[config.mk]
export PLATFORM = sky130hd
export DESIGN_NAME = rxf_rx_framer
export DESIGN_NICKNAME = d
export VERILOG_FILES = /design/src/hdl/rxf_pkg.sv /design/src/hdl/rxf_stream_if.sv /design/src/hdl/rxf_skid_buf.sv /design/src/hdl/rxf_rx_framer.sv
export SDC_FILE = /design/constraint.sdc
export NUM_CORES = 1
export LEC_CHECK = 0
export ABC_AREA = 1
export CAP_MARGIN = 20
export CORE_ASPECT_RATIO = 0.8
export CORE_MARGIN = 2
export CORE_UTILIZATION = 58
export CTS_CLUSTER_DIAMETER = 50
export CTS_CLUSTER_SIZE = 10
export DETAILED_ROUTE_END_ITERATION = 16
export DONT_BUFFER_PORTS = 1
export GPL_ROUTABILITY_DRIVEN = 0
export PLACE_DENSITY = 0.73
export SYNTH_ARGS = -nofsm -noshare
export SYNTH_HDL_FRONTEND = slang
export SYNTH_SLANG_ARGS = --single-unit
export TNS_END_PERCENT = 100
[constraint.sdc]
create_clock -name core_clk_in -period 3.9 [get_ports core_clk_in]
set_clock_uncertainty 0.1 [all_clocks]
set_input_delay 0.195 -clock core_clk_in [delete_from_list [all_inputs] [get_ports core_clk_in]]
set_output_delay 0.195 -clock core_clk_in [all_outputs]
set_load 0.02 [all_outputs]
[src/hdl/rxf_pkg.sv]
// constants shared by the receive framer/decoder channel
// assumes three-level selects arrive encoded as two bits (open reads as mid)
package rxf_pkg;
	// three-level select encodings
	localparam logic [1:0] SEL_LOW = 2'h0;
	localparam logic [1:0] SEL_MID = 2'h1;
	localparam logic [1:0] SEL_HIGH = 2'h2;
	// character geometry
	localparam int CHAR_BITS = 10;
	localparam logic [3:0] CNT_LAST = 4'h9;
	localparam logic [3:0] CNT_HALF = 4'h5;
	localparam logic [1:0] MAX_STRETCH = 2'h2;
	// framing patterns, first received bit on the left
	localparam logic [7:0] COMMA_POS = 8'h3E;
	localparam logic [7:0] COMMA_NEG = 8'hC1;
	localparam logic [9:0] K285_NEG = 10'h0FA;
	localparam logic [9:0] K285_POS = 10'h305;
	// multi-byte framer figures
	localparam logic [5:0] MB_SPAN_BITS = 6'h32;
	localparam logic [5:0] MB_CHAR_BITS = 6'h0A;
	localparam logic [2:0] MB_ALT_RUN = 3'h4;
	// transition density figures
	localparam logic [6:0] FAULT_QUIET_BITS = 7'h3C;
	localparam logic [1:0] FAULT_GOOD_CHARS = 2'h3;
	// training clock ratios
	localparam logic [5:0] TRN_RATIO_CHAR = 6'h0A;
	localparam logic [5:0] TRN_RATIO_HALF = 6'h14;
	// receive status codes
	localparam logic [2:0] ST_DATA = 3'h0;
	localparam logic [2:0] ST_SPECIAL = 3'h1;
	localparam logic [2:0] ST_FRAME = 3'h2;
	localparam logic [2:0] ST_INVALID = 3'h5;
	localparam logic [2:0] ST_DISP = 3'h6;
	localparam logic [2:0] ST_NOSYNC = 3'h7;
	// alternate special column base
	localparam logic [7:0] ALT_K7_BASE = 8'h08;
	// framer progress, gray along hunt-check-lock
	typedef enum logic [1:0] {
		RXF_HUNT = 2'h0,
		RXF_CHECK = 2'h1,
		RXF_LOCK = 2'h3
	} rxf_sync_t;
endpackage : rxf_pkg

[src/hdl/rxf_stream_if.sv]
// valid/ready carrier between the framer core and its two-entry buffer
// assumes one clock shared by both ends
interface rxf_stream_if #(parameter int W = 14);
	logic [W-1:0] wdata;
	logic wvalid;
	logic wready;
	logic [W-1:0] rdata;
	logic rvalid;
	logic rready;
	modport buf_side (input wdata, input wvalid, output wready, output rdata, output rvalid, input rready);
	modport user_side (output wdata, output wvalid, input wready, input rdata, input rvalid, output rready);
endinterface : rxf_stream_if

[src/hdl/rxf_skid_buf.sv]
// two-entry buffer, read data from a register
// assumes core clock, async active-low reset and a freezing clock enable
module rxf_skid_buf #(
	parameter int WIDTH = 14,
	parameter int DEPTH = 2
) (
	// clock and reset
	input wire logic core_clk_in,
	input wire logic rst_n_in,
	input wire logic clk_en_in,
	// stream
	rxf_stream_if.buf_side sif
);
	generate
		if (DEPTH != 2 || WIDTH < 1) begin : g_chk
			$error("rxf_skid_buf supports exactly two entries");
		end
	endgenerate

	logic out_vld_ff, spr_vld_ff;
	logic [WIDTH-1:0] out_ff, spr_ff;
	logic nxt_out_vld, nxt_spr_vld;
	logic [WIDTH-1:0] nxt_out, nxt_spr;
	wire take = sif.wvalid && !spr_vld_ff;
	wire pop = out_vld_ff && sif.rready;

	assign sif.wready = !spr_vld_ff;
	assign sif.rvalid = out_vld_ff;
	assign sif.rdata = out_ff;

	////////////////////////////////////////////////////////////////////////////
	always_comb begin
		nxt_out_vld = out_vld_ff;
		nxt_out = out_ff;
		nxt_spr_vld = spr_vld_ff;
		nxt_spr = spr_ff;
		if (!out_vld_ff || pop) begin
			if (spr_vld_ff) begin
				nxt_out = spr_ff;
				nxt_out_vld = 1'b1;
				nxt_spr_vld = 1'b0;
			end else begin
				nxt_out = sif.wdata;
				nxt_out_vld = take;
			end
		end else if (take) begin
			nxt_spr = sif.wdata;
			nxt_spr_vld = 1'b1;
		end
	end

	always_ff @(posedge core_clk_in or negedge rst_n_in) begin
		if (!rst_n_in) begin
			out_vld_ff <= 1'b0;
			spr_vld_ff <= 1'b0;
			out_ff <= '0;
			spr_ff <= '0;
		end else if (clk_en_in) begin
			out_vld_ff <= nxt_out_vld;
			spr_vld_ff <= nxt_spr_vld;
			out_ff <= nxt_out;
			spr_ff <= nxt_spr;
		end
	end
endmodule : rxf_skid_buf

[src/hdl/rxf_rx_framer.sv]
// one receive channel: range monitor, framer, 10b/8b decoder, parity
// assumes one serial bit per enabled core clock; config inputs are core-clock logic

module rxf_rx_framer #(
	parameter int TRN_TOL = 2
) (
	// clock, reset, enable
	input wire logic core_clk_in,
	input wire logic rst_n_in,
	input wire logic clk_en_in,
	// serial pins
	input wire logic primary_serial_input_in,
	input wire logic secondary_serial_input_in,
	input wire logic training_clock_in,
	// configuration
	input wire logic line_input_select_in,
	input wire logic training_rate_select_in,
	input wire logic [1:0] framing_pattern_select_in,
	input wire logic [1:0] framer_type_select_in,
	input wire logic global_framer_enable_in,
	input wire logic output_clock_rate_select_in,
	input wire logic [1:0] decoder_mode_select_in,
	input wire logic [1:0] receive_clock_source_select_in,
	// status
	output logic recovered_char_clock_out,
	output logic link_fault_indicator_out,
	output logic tracking_training_out,
	output logic framing_locked_out,
	output logic config_error_out,
	output logic overflow_out,
	// parallel output
	output logic [9:0] rx_data_out,
	output logic [2:0] receive_status_code_out,
	output logic rx_parity_out,
	output logic rx_valid_out,
	input wire logic rx_ready_in
);
	generate
		if (TRN_TOL < 0 || TRN_TOL > 9) begin : g_chk
			$error("rxf_rx_framer TRN_TOL out of range");
		end
	endgenerate

	////////////////////////////////////////////////////////////////////////////
	// decode tables
	function automatic logic [5:0] dec6(input logic [5:0] c);
		case (c)
			6'b100111, 6'b011000: dec6 = 6'h20;
			6'b011101, 6'b100010: dec6 = 6'h21;
			6'b101101, 6'b010010: dec6 = 6'h22;
			6'b110001: dec6 = 6'h23;
			6'b110101, 6'b001010: dec6 = 6'h24;
			6'b101001: dec6 = 6'h25;
			6'b011001: dec6 = 6'h26;
			6'b111000, 6'b000111: dec6 = 6'h27;
			6'b111001, 6'b000110: dec6 = 6'h28;
			6'b100101: dec6 = 6'h29;
			6'b010101: dec6 = 6'h2A;
			6'b110100: dec6 = 6'h2B;
			6'b001101: dec6 = 6'h2C;
			6'b101100: dec6 = 6'h2D;
			6'b011100: dec6 = 6'h2E;
			6'b010111, 6'b101000: dec6 = 6'h2F;
			6'b011011, 6'b100100: dec6 = 6'h30;
			6'b100011: dec6 = 6'h31;
			6'b010011: dec6 = 6'h32;
			6'b110010: dec6 = 6'h33;
			6'b001011: dec6 = 6'h34;
			6'b101010: dec6 = 6'h35;
			6'b011010: dec6 = 6'h36;
			6'b111010, 6'b000101: dec6 = 6'h37;
			6'b110011, 6'b001100: dec6 = 6'h38;
			6'b100110: dec6 = 6'h39;
			6'b010110: dec6 = 6'h3A;
			6'b110110, 6'b001001: dec6 = 6'h3B;
			6'b001110, 6'b001111, 6'b110000: dec6 = 6'h3C;
			6'b101110, 6'b010001: dec6 = 6'h3D;
			6'b011110, 6'b100001: dec6 = 6'h3E;
			6'b101011, 6'b010100: dec6 = 6'h3F;
			default: dec6 = 6'h00;
		endcase
	endfunction : dec6

	function automatic logic [3:0] dec4(input logic [3:0] c);
		case (c)
			4'b1011, 4'b0100: dec4 = 4'h8;
			4'b1001: dec4 = 4'h9;
			4'b0101: dec4 = 4'hA;
			4'b1100, 4'b0011: dec4 = 4'hB;
			4'b1101, 4'b0010: dec4 = 4'hC;
			4'b1010: dec4 = 4'hD;
			4'b0110: dec4 = 4'hE;
			4'b1110, 4'b0001, 4'b0111, 4'b1000: dec4 = 4'hF;
			default: dec4 = 4'h0;
		endcase
	endfunction : dec4

	////////////////////////////////////////////////////////////////////////////
	// pin synchronisers and line select
	logic [1:0] pri_sync_ff, sec_sync_ff, trn_sync_ff;
	logic trn_d_ff, sel_d_ff;
	logic [9:0] sh_ff;
	wire bit_in = line_input_select_in ? sec_sync_ff[1] : pri_sync_ff[1];
	wire line_swap = line_input_select_in != sel_d_ff;
	wire trn_edge = trn_sync_ff[1] && !trn_d_ff;
	wire transition = bit_in != sh_ff[0];

	always_ff @(posedge core_clk_in or negedge rst_n_in) begin
		if (!rst_n_in) begin
			pri_sync_ff <= 2'h0;
			sec_sync_ff <= 2'h0;
			trn_sync_ff <= 2'h0;
			trn_d_ff <= 1'b0;
			sel_d_ff <= 1'b0;
			sh_ff <= 10'h000;
		end else if (clk_en_in) begin
			pri_sync_ff <= {pri_sync_ff[0], primary_serial_input_in};
			sec_sync_ff <= {sec_sync_ff[0], secondary_serial_input_in};
			trn_sync_ff <= {trn_sync_ff[0], training_clock_in};
			trn_d_ff <= trn_sync_ff[1];
			sel_d_ff <= line_input_select_in;
			sh_ff <= {sh_ff[8:0], bit_in};
		end
	end

	////////////////////////////////////////////////////////////////////////////
	// range monitor against the training clock
	logic [5:0] bc_ff;
	logic trk_ff;
	wire [5:0] trn_exp = training_rate_select_in ? rxf_pkg::TRN_RATIO_HALF : rxf_pkg::TRN_RATIO_CHAR;
	wire [5:0] trn_diff = (bc_ff > trn_exp) ? bc_ff - trn_exp : trn_exp - bc_ff;
	wire trn_off = trn_diff > 6'(TRN_TOL);
	wire trn_lost = &bc_ff;

	always_ff @(posedge core_clk_in or negedge rst_n_in) begin
		if (!rst_n_in) begin
			bc_ff <= 6'h00;
			trk_ff <= 1'b1;
		end else if (clk_en_in) begin
			bc_ff <= trn_edge ? 6'h01 : (trn_lost ? bc_ff : bc_ff + 6'h01);
			if (trn_edge)
				trk_ff <= trn_off;
			else if (trn_lost)
				trk_ff <= 1'b1;
		end
	end

	////////////////////////////////////////////////////////////////////////////
	// pattern detect
	wire comma_hit = sh_ff[9:2] == rxf_pkg::COMMA_POS || sh_ff[9:2] == rxf_pkg::COMMA_NEG;
	wire k285_hit = sh_ff == rxf_pkg::K285_NEG || sh_ff == rxf_pkg::K285_POS;
	wire pat_hit = (framing_pattern_select_in == rxf_pkg::SEL_HIGH) ? k285_hit :
		(framing_pattern_select_in == rxf_pkg::SEL_LOW) ? 1'b0 : comma_hit;
	wire det = global_framer_enable_in && pat_hit && !trk_ff;
	wire ll_mode = framer_type_select_in == rxf_pkg::SEL_LOW;
	wire alt_mode = framer_type_select_in == rxf_pkg::SEL_HIGH;

	////////////////////////////////////////////////////////////////////////////
	// boundary counters, low-latency stretch, multi-byte qualification
	rxf_pkg::rxf_sync_t state_ff, nxt_state;
	logic [3:0] dcnt_ff, ccnt_ff, slip_ff, ph_ff;
	logic [1:0] str_ff;
	logic [5:0] age_ff;
	logic [2:0] run_ff;
	wire hold = ll_mode && slip_ff != 4'h0 && dcnt_ff == 4'h0 && str_ff < rxf_pkg::MAX_STRETCH;
	wire dlast = dcnt_ff == rxf_pkg::CNT_LAST;
	wire clast = ccnt_ff == rxf_pkg::CNT_LAST;
	wire same_ph = dcnt_ff == ph_ff;
	wire mid_ok = run_ff != 3'h0 && same_ph && age_ff <= rxf_pkg::MB_SPAN_BITS - rxf_pkg::MB_CHAR_BITS;
	wire alt_step = run_ff != 3'h0 && same_ph && age_ff == rxf_pkg::MB_CHAR_BITS;
	wire alt_ok = alt_step && run_ff == rxf_pkg::MB_ALT_RUN - 3'h1;
	wire ll_det = det && ll_mode && slip_ff == 4'h0;
	wire mb_acc = det && !ll_mode && (alt_mode ? alt_ok : mid_ok);
	wire [3:0] ll_slip = dlast ? 4'h0 : dcnt_ff + 4'h1;

	always_comb begin
		nxt_state = state_ff;
		case (state_ff)
			rxf_pkg::RXF_HUNT: begin
				if (det)
					nxt_state = rxf_pkg::RXF_CHECK;
			end
			rxf_pkg::RXF_CHECK: begin
				if (mb_acc || (ll_mode && slip_ff == 4'h0 && !det))
					nxt_state = rxf_pkg::RXF_LOCK;
			end
			rxf_pkg::RXF_LOCK: begin
				if (ll_det && ll_slip != 4'h0)
					nxt_state = rxf_pkg::RXF_CHECK;
			end
			default: nxt_state = rxf_pkg::RXF_HUNT;
		endcase
		if (line_swap)
			nxt_state = rxf_pkg::RXF_HUNT;
	end

	always_ff @(posedge core_clk_in or negedge rst_n_in) begin
		if (!rst_n_in) begin
			state_ff <= rxf_pkg::RXF_HUNT;
			dcnt_ff <= 4'h0;
			ccnt_ff <= 4'h0;
			slip_ff <= 4'h0;
			str_ff <= 2'h0;
		end else if (clk_en_in) begin
			state_ff <= nxt_state;
			if (hold) begin
				str_ff <= str_ff + 2'h1;
				slip_ff <= slip_ff - 4'h1;
			end else begin
				dcnt_ff <= mb_acc ? 4'h0 : (dlast ? 4'h0 : dcnt_ff + 4'h1);
				ccnt_ff <= clast ? 4'h0 : ccnt_ff + 4'h1;
				if (clast)
					str_ff <= 2'h0;
				if (ll_det)
					slip_ff <= ll_slip;
				else if (line_swap || !ll_mode)
					slip_ff <= 4'h0;
			end
		end
	end

	always_ff @(posedge core_clk_in or negedge rst_n_in) begin
		if (!rst_n_in) begin
			ph_ff <= 4'h0;
			age_ff <= 6'h00;
			run_ff <= 3'h0;
		end else if (clk_en_in) begin
			if (line_swap || mb_acc) begin
				run_ff <= 3'h0;
			end else if (det && !ll_mode) begin
				ph_ff <= dcnt_ff;
				age_ff <= 6'h01;
				run_ff <= alt_step ? run_ff + 3'h1 : 3'h1;
			end else if (!(&age_ff)) begin
				age_ff <= age_ff + 6'h01;
			end
		end
	end

	////////////////////////////////////////////////////////////////////////////
	// transition density fault
	logic [6:0] quiet_ff;
	logic [1:0] good_ff;
	logic seen_ff, lfi_ff;
	wire char_has_tr = seen_ff || transition;
	wire [1:0] good_nx = (dlast && !hold) ? (char_has_tr ? good_ff + 2'h1 : 2'h0) : good_ff;
	wire lfi_set = trk_ff || quiet_ff > rxf_pkg::FAULT_QUIET_BITS;

	always_ff @(posedge core_clk_in or negedge rst_n_in) begin
		if (!rst_n_in) begin
			quiet_ff <= 7'h00;
			good_ff <= 2'h0;
			seen_ff <= 1'b0;
			lfi_ff <= 1'b1;
		end else if (clk_en_in) begin
			quiet_ff <= transition ? 7'h00 : (&quiet_ff ? quiet_ff : quiet_ff + 7'h01);
			seen_ff <= (dlast && !hold) ? 1'b0 : char_has_tr;
			if (lfi_set) begin
				lfi_ff <= 1'b1;
				good_ff <= 2'h0;
			end else if (lfi_ff) begin
				good_ff <= good_nx;
				if (good_nx == rxf_pkg::FAULT_GOOD_CHARS)
					lfi_ff <= 1'b0;
			end
		end
	end

	////////////////////////////////////////////////////////////////////////////
	// 10b/8b decode and status
	logic rd_ff;
	wire k28_6 = sh_ff[9:4] == 6'b001111 || sh_ff[9:4] == 6'b110000;
	wire [5:0] d6 = dec6(sh_ff[9:4]);
	wire [3:0] d4 = dec4(sh_ff[4] ? ~sh_ff[3:0] : sh_ff[3:0]);
	wire [3:0] d4k = dec4(sh_ff[9:4] == 6'b110000 ? ~sh_ff[3:0] : sh_ff[3:0]);
	wire [3:0] d4u = k28_6 ? d4k : d4;
	wire k7_6 = d6[4:0] == 5'h17 || d6[4:0] == 5'h1B || d6[4:0] == 5'h1D || d6[4:0] == 5'h1E;
	wire k7 = !k28_6 && k7_6 && (sh_ff[3:0] == 4'b1000 || sh_ff[3:0] == 4'b0111);
	wire is_k = k28_6 || k7;
	wire dec_ok = d6[5] && d4u[3];
	wire [3:0] ones = 4'(sh_ff[0]) + 4'(sh_ff[1]) + 4'(sh_ff[2]) + 4'(sh_ff[3]) + 4'(sh_ff[4])
		+ 4'(sh_ff[5]) + 4'(sh_ff[6]) + 4'(sh_ff[7]) + 4'(sh_ff[8]) + 4'(sh_ff[9]);
	wire disp_err = (ones == 4'h6 && rd_ff) || (ones == 4'h4 && !rd_ff) || ones > 4'h6 || ones < 4'h4;
	wire [7:0] k_alt = k28_6 ? {5'h00, d4u[2:0]} :
		rxf_pkg::ALT_K7_BASE + {6'h00, d6[3] ? (d6[2] ? 2'h3 : 2'h2) : (d6[1] ? 2'h1 : 2'h0)};
	wire bypass = decoder_mode_select_in == rxf_pkg::SEL_LOW;
	wire alt_col = decoder_mode_select_in == rxf_pkg::SEL_HIGH;
	wire [7:0] dec_byte = (is_k && alt_col) ? k_alt : {d4u[2:0], d6[4:0]};
	wire [9:0] out_word = bypass ? sh_ff : {2'h0, dec_byte};
	wire [2:0] st_dec = !dec_ok ? rxf_pkg::ST_INVALID : disp_err ? rxf_pkg::ST_DISP :
		k285_hit ? rxf_pkg::ST_FRAME : is_k ? rxf_pkg::ST_SPECIAL : rxf_pkg::ST_DATA;
	wire [2:0] st_out = lfi_ff ? rxf_pkg::ST_NOSYNC : (bypass ? rxf_pkg::ST_DATA : st_dec);
	wire par_out = ~^out_word;

	////////////////////////////////////////////////////////////////////////////
	// character capture into the two-entry buffer
	rxf_stream_if #(.W(14)) sif ();
	logic pend_vld_ff, ovf_ff;
	logic [13:0] pend_ff;
	wire cap = dlast && !hold;
	wire push = pend_vld_ff && sif.wready;

	assign sif.wdata = pend_ff;
	assign sif.wvalid = pend_vld_ff;
	assign sif.rready = rx_ready_in;

	always_ff @(posedge core_clk_in or negedge rst_n_in) begin
		if (!rst_n_in) begin
			pend_vld_ff <= 1'b0;
			pend_ff <= 14'h0000;
			ovf_ff <= 1'b0;
			rd_ff <= 1'b0;
		end else if (clk_en_in) begin
			if (cap) begin
				pend_ff <= {par_out, st_out, out_word};
				pend_vld_ff <= 1'b1;
				if (ones != 4'h5)
					rd_ff <= ones > 4'h5;
				if (pend_vld_ff && !push)
					ovf_ff <= 1'b1;
			end else if (push) begin
				pend_vld_ff <= 1'b0;
			end
		end
	end

	rxf_skid_buf #(.WIDTH(14), .DEPTH(2)) u_buf (
		.core_clk_in(core_clk_in),
		.rst_n_in(rst_n_in),
		.clk_en_in(clk_en_in),
		.sif(sif)
	);

	////////////////////////////////////////////////////////////////////////////
	// recovered character clock and status flops
	logic rclk_ff, cfg_ff;

	always_ff @(posedge core_clk_in or negedge rst_n_in) begin
		if (!rst_n_in) begin
			rclk_ff <= 1'b0;
			cfg_ff <= 1'b0;
		end else if (clk_en_in) begin
			if (output_clock_rate_select_in)
				rclk_ff <= (clast && !hold) ? ~rclk_ff : rclk_ff;
			else
				rclk_ff <= hold ? rclk_ff : (ccnt_ff + 4'h1 < rxf_pkg::CNT_HALF || clast);
			cfg_ff <= bypass && receive_clock_source_select_in != rxf_pkg::SEL_MID;
		end
	end

	assign recovered_char_clock_out = rclk_ff;
	assign link_fault_indicator_out = lfi_ff;
	assign tracking_training_out = trk_ff;
	assign framing_locked_out = state_ff[1];
	assign config_error_out = cfg_ff;
	assign overflow_out = ovf_ff;
	assign rx_data_out = sif.rdata[9:0];
	assign receive_status_code_out = sif.rdata[12:10];
	assign rx_parity_out = sif.rdata[13];
	assign rx_valid_out = sif.rvalid;
endmodule : rxf_rx_framer

# Word level (Yosys, flattened, before mapping)
# Memory sizes are Yosys's and may differ from the RTL's.
# Cells that the tools add are included.
[classes] n_bitwise=5 addsub=21 eq_ne=37 order_cmp=9 reduce_logical=96 mux=62
[op_table] cell="$mux W4" n=9
[op_table] cell="$mux W6" n=5
[op_table] cell="$logic_and A1 B1 Y1" n=29
[op_table] cell="$add A4 B1 Y4" n=6
[op_table] cell="$mux W2" n=12
[op_table] cell="$reduce_and A2 Y1" n=12
[op_table] cell="$mux W1" n=21
[op_table] cell="$mux W3" n=7
[op_table] cell="$eq A5 B5 Y1 const B" n=4
[op_table] cell="$logic_or A1 B1 Y1" n=18
[op_table] cell="$reduce_and A3 Y1" n=6
[op_table] cell="$mux W14" n=1
[op_table] cell="$mux W7" n=2
[op_table] cell="$add A6 B1 Y6 const B" n=2
[op_table] cell="$eq A4 B3 Y1 const B" n=3
[op_table] cell="$eq A4 B4 Y1 const B" n=3
[op_table] cell="$eq A6 B4 Y1 const B" n=2
[op_table] cell="$reduce_and A6 Y1" n=2
[op_table] cell="$reduce_bool A2 Y1" n=6
[op_table] cell="$eq A10 B10 Y1 const B" n=1
[op_table] cell="$eq A10 B8 Y1 const B" n=1
[op_table] cell="$eq A2 B2 Y1 const B" n=5
[op_table] cell="$logic_not A1 Y1" n=10
[op_table] cell="$mux W10" n=1
[op_table] cell="other kinds (41)" n=62
[totals] mem_bits_ro=512 mem_count=3 output_inout_bits=21 ff_bits=114 input_bits=19
[memory_table] memory="(no name shown)" depth=64 word_bits=6 read_ports=1 rd_clocked_by_memory_dff=0 write_ports=0 line="rxf_rx_framer.sv:47" source="case (c)"
[memory_table] memory="(no name shown)" depth=16 word_bits=4 read_ports=1 rd_clocked_by_memory_dff=0 write_ports=0 line="rxf_rx_framer.sv:85" source="case (c)"
[memory_table] memory="(no name shown)" depth=16 word_bits=4 read_ports=1 rd_clocked_by_memory_dff=0 write_ports=0 line="rxf_rx_framer.sv:85"

# Logic depth before layout (Yosys ltp)
[depth] word_depth=18 mapped_depth=29 ltp_nobuf=28

# By module
# From an unflattened synthesis, not the netlist that was laid out.
[unflattened] cells_unflattened=1073 hier_area_um2=7638.6
[modules_own_cells] mod="rxf_rx_framer" cells_per_inst=893 area_each_um2=6257.3 n_inst=1
[modules_own_cells] mod="rxf_skid_buf" cells_per_inst=180 area_each_um2=1381.3 n_inst=1

# Worst setup path after synthesis
# OpenSTA, ideal clock, no wires.
[synth_timing] kind="register to register" from="register sh_ff[1]" to="register pend_ff[10]" setup_ps=87 path_stages_with_launch=18 required_time_ps=3713 slack_ps=297 n_path_buf=0 arrival_ps=3416 path_cell_list="dfrtp_1 fa_1 fa_1 inv_1 fa_1 inv_1 ha_1 inv_1 fa_1 inv_1 xor2_1 nor3_1 inv_1 nor2_1 nor2_1 inv_1 o211ai_1 a22oi_1"
[synth_via] elab_chain_len=18 word_cells_on_any_way=39
[synth_rtl] element="start: declaration" line="rxf_rx_framer.sv:102" source="logic [9:0] sh_ff;"
[synth_rtl] element="start signal: assignment" line="rxf_rx_framer.sv:122" source="sh_ff <= {sh_ff[8:0], bit_in};"
[synth_rtl] element="branches (longest 15 deep; another with $add A3 B1 Y4)"
[synth_rtl] element="$mux W3 (*)" line="rxf_rx_framer.sv:290" source="wire [2:0] st_dec = !dec_ok ? rxf_pkg::ST_INVALID : disp_err ? rxf_pkg::ST_DISP :"
[synth_rtl] element="$mux W3 (*) (2 in series)" line="rxf_rx_framer.sv:292" source="wire [2:0] st_out = lfi_ff ? rxf_pkg::ST_NOSYNC : (bypass ? rxf_pkg::ST_DATA : st_dec);"
[synth_rtl] element="end signal: assignment" line="rxf_rx_framer.sv:315" source="pend_ff <= {par_out, st_out, out_word};"
[synth_rtl] element="end: declaration" line="rxf_rx_framer.sv:299" source="logic [13:0] pend_ff;"
# Mark *: on every way between the ends.
# A chain may end at the register's enable or synchronous reset.

# Worst setup path after layout
[layout_timing] from="register sh_ff[3]" to="register pend_ff[10]"
[layout_via] elab_chain_len=16 word_cells_on_any_way=37
[layout_rtl] element="branches (longest 13 deep; another with $add A3 B1 Y4)"
[layout_rtl] element="$mux W3 (*)" line="rxf_rx_framer.sv:290"
[layout_rtl] element="$mux W3 (*) (2 in series)" line="rxf_rx_framer.sv:292"
# Marks and branches as above.

==> impl_metrics.toml <==
[layout]
area_growth_pct = 11.9
drive_above_1_share = 0.0670
final_common_cell = "nand2_1"
ff_latch_area_um2 = 2860
antenna_cells = 0
layout_common_cells = "nand2_1 (301), inv_1 (137), dfrtp_1 (110), o21ai_0 (109), nor2_1 (71)"
final_nets = 1095
fillers = 1121
fin_area_um2 = 8300
multi_input_area_um2 = 3890

[global_routing]
gr-usage-all-layers = 0.255
gr-total-overflow = 0
antenna_found_initial = 0
grt_pass1_wl_um = 27700
grt_max_degree = 115
grt_pass1_vias = 5755

[drt]
routed_wl_um = 16400
drtPass1Iterations = 5
wire_per_inst_um = 13.5
vias_per_cell = 5.36
drc = 0
drt_iter0_drc = 519
num_vias = 6511
postRouteAntennaNets = 0

[logic_synthesis]
synth_edf_count = 0
syn_avg_cell_area_um2 = 7.30
ys.flop_type = "dfrtp_1"
ys_ff_latch = 114
ys_warn_count = 0
yosys.area.top_type = "dfrtp_1"
syn-num-nets = 1080
synthTopCellsByArea = "dfrtp_1 (38%), nand2_1 (15%), o21ai_0 (7.4%)"
synth_top_area_frac = 0.378
yosysUniqueCellTypes = 54
syn_inst = 1016
ys_async_sr_fraction = 1.00
yosysSeqAreaShare = 0.385
syn_area_um2 = 7420

[outcome]
status = "completed"

[power_and_ir_drop]
vdd_drop_max_v = 0.000421
p_leak_nw = 4.16
total_power_mw = 5.32
powerDensity_nw_per_um2 = 641

[timing]
fin_crit_ns = 3.70
clock.fmax_ghz = 0.270
setup_violations = 0
post-route-period-util = 0.948
drv_slew = 0
tns_ns = 0
slew_headroom = 0.455
rsz0062_at_grt = "yes"
worstMarginPinSlew_ns = 0.817
final_hold_viol_count = 0

[place]
dp_hpwl_um = 11700
io_buffers = 0
dpl_cell_area_um2 = 7570

[run]
maxCapViolations = 0

[worst_hold_path]
min_path_type = "input port to register"

[clocking]
cts_root_buffer = "clkbuf_16"
tritoncts = "yes"
cts.path.max_buffers = 2
cts_buffers = 17
clock_latency_ns = 0.42
clk_pin_slew_ns = 0.06
cts.sink_count = 114
cts_max_level = 4

[floorplanning]
die_h_um = 105
rows = 36
start_util = 0.601
core_um2 = 12300
io_pins = 40
die_width_um = 130
die-area_um2 = 13700

[worst_setup_path]
crit_arrival_ns = 3.93
critPathMaxFanout = 4
worstPathRequired_ns = 4.13
startpoint_type = "register"
endpoint_kind = "register"
crit_type = "register to register"
flip-flops by register name, indices dropped and copies added, names as in the netlist, 3 cells and up:
register,count
pend_ff,14
u_buf.sif.rdata,14
sh_ff,10
run_ff,3
u_buf.spr_ff,14
age_ff,6
ph_ff,4
bc_ff,6
ccnt_ff,4
dcnt_ff,4
quiet_ff,7
slip_ff,4
worst max-delay path, cell delays in order (launching register included):
cell and delay (ns):
dfrtp_2 0.44, fa_1 0.48, fa_1 0.50, inv_1 0.05, fa_1 0.42, inv_1 0.06
ha_1 0.15, inv_1 0.05, fa_1 0.49, inv_1 0.06, xor2_1 0.15, nor3_1 0.16
inv_1 0.07, nor2_1 0.08, nor2_1 0.06, inv_1 0.05, o211ai_1 0.07, a22oi_1 0.17
area by class of cell:
cell class / count / share of cell area
sequential: 114 / 0.344
clock inverter: 11 / 0.0155
timing repair buffer: 21 / 0.0240
tap: 171 / 0.0258
inverter: 143 / 0.0650
multi-input combinational: 734 / 0.469
clock buffer: 21 / 0.0567
layer usage:
| metal | part of all wire | vias to the layer above | global-route usage | wire length (µm) |
|---|---|---|---|---|
| met4 | 0.0080 | 0 | 0.0653 | 131 |
| met1 | 0.52 | 2972 | 0.393 | 8530 |
| met2 | 0.41 | 206 | 0.355 | 6720 |
| met3 | 0.062 | 10 | 0.0661 | 1010 |
| met5 | 0 | - | 0 | 0 |
| li1 | - | 3323 | - | - |
where the power goes:
part	total (mW)	switching [mW]	leakage (nW)	internal, mW
Combinational	1.89	1.18	2.43	0.704
Clock	1.53	0.542	0.278	0.991
Sequential	1.90	0.379	1.45	1.52
Total	5.32	2.10	4.16	3.22
stage by stage:
step | hold slack, ns | cells | util | worst slack [ns]
after floorplan | -0.201 | 1016 | - | 0.297
after global placement | -0.197 | 1172 | 0.614 | 0.257
after detailed placement | -0.197 | 1172 | 0.614 | 0.204
after CTS | 0.00577 | 1212 | 0.670 | 0.200
after global routing | 0.0254 | 1215 | 0.673 | -0.0789
final | 0.00998 | 1215 | 0.673 | 0.202
worst paths after layout:
| kind | start | to | cells after the start | slack (ns) |
|---|---|---|---|---|
| worst min-delay path | receive_clock_source_select_in[1] | config_error_out$_DFFE_PN0P_ | 2 | 0.01 |
| worst min register to register | ccnt_ff[2]$_DFFE_PN0P_ | ccnt_ff[2]$_DFFE_PN0P_ | 1 | 0.37 |
| worst max-delay path | sh_ff[3]$_DFFE_PN0P_ | pend_ff[10]$_DFFE_PN0P_ | 17 | 0.20 |
| worst max register to register | sh_ff[3]$_DFFE_PN0P_ | pend_ff[10]$_DFFE_PN0P_ | 17 | 0.20 |
| min in group asynchronous | rst_n_in | trn_d_ff$_DFFE_PN0P_ | 2 | 0.27 |
| max in group asynchronous | rst_n_in | link_fault_indicator_out$_DFFE_PN1P_ | 2 | 2.97 |
repair_timing:
| action | in CTS | in global routing |
|---|---|---|
| gates resized for setup | 0 | 2 |
| setup endpoints to repair | 0 | 1 |
| setup buffers | 0 | 2 |
| hold buffers | 8 | 0 |
| endpoints found under the hold margin | 138 | 0 |
synthesized netlist by cell type, drive strengths merged, types with 2 or more instances:
library cell / number
clkbuf: 14
or2: 2
a221oi: 3
o22ai: 10
nor3b: 4
a31oi: 3
xor2: 14
nor4: 4
a32o: 2
a21oi: 37
nor3: 10
o31ai: 6
o21a: 2
dfrtp: 112
a22oi: 3
inv: 142
xnor2: 6
nand3: 64
o311ai: 2
o211ai: 8
nand4: 6
nand2: 303
ha: 37
dfstp: 2
buf: 11
nor2: 75
o21ai: 113
fa: 8
a211oi: 2
kinds of logic after synthesis:
| group | Yosys count | synth area share |
|---|---|---|
| adders and majority gates | 45 | 0.0840 |
| DFF | 114 | 0.385 |
| and+or+nand+nor | 470 | 0.261 |
| AOI/OAI and AO/OA | 198 | 0.153 |
| muxes | 1 | 0.00152 |
| buffers and inverters | 168 | 0.0903 |
| xor gates and xnor gates | 20 | 0.0246 |
Power figures use the tool's default switching activity.
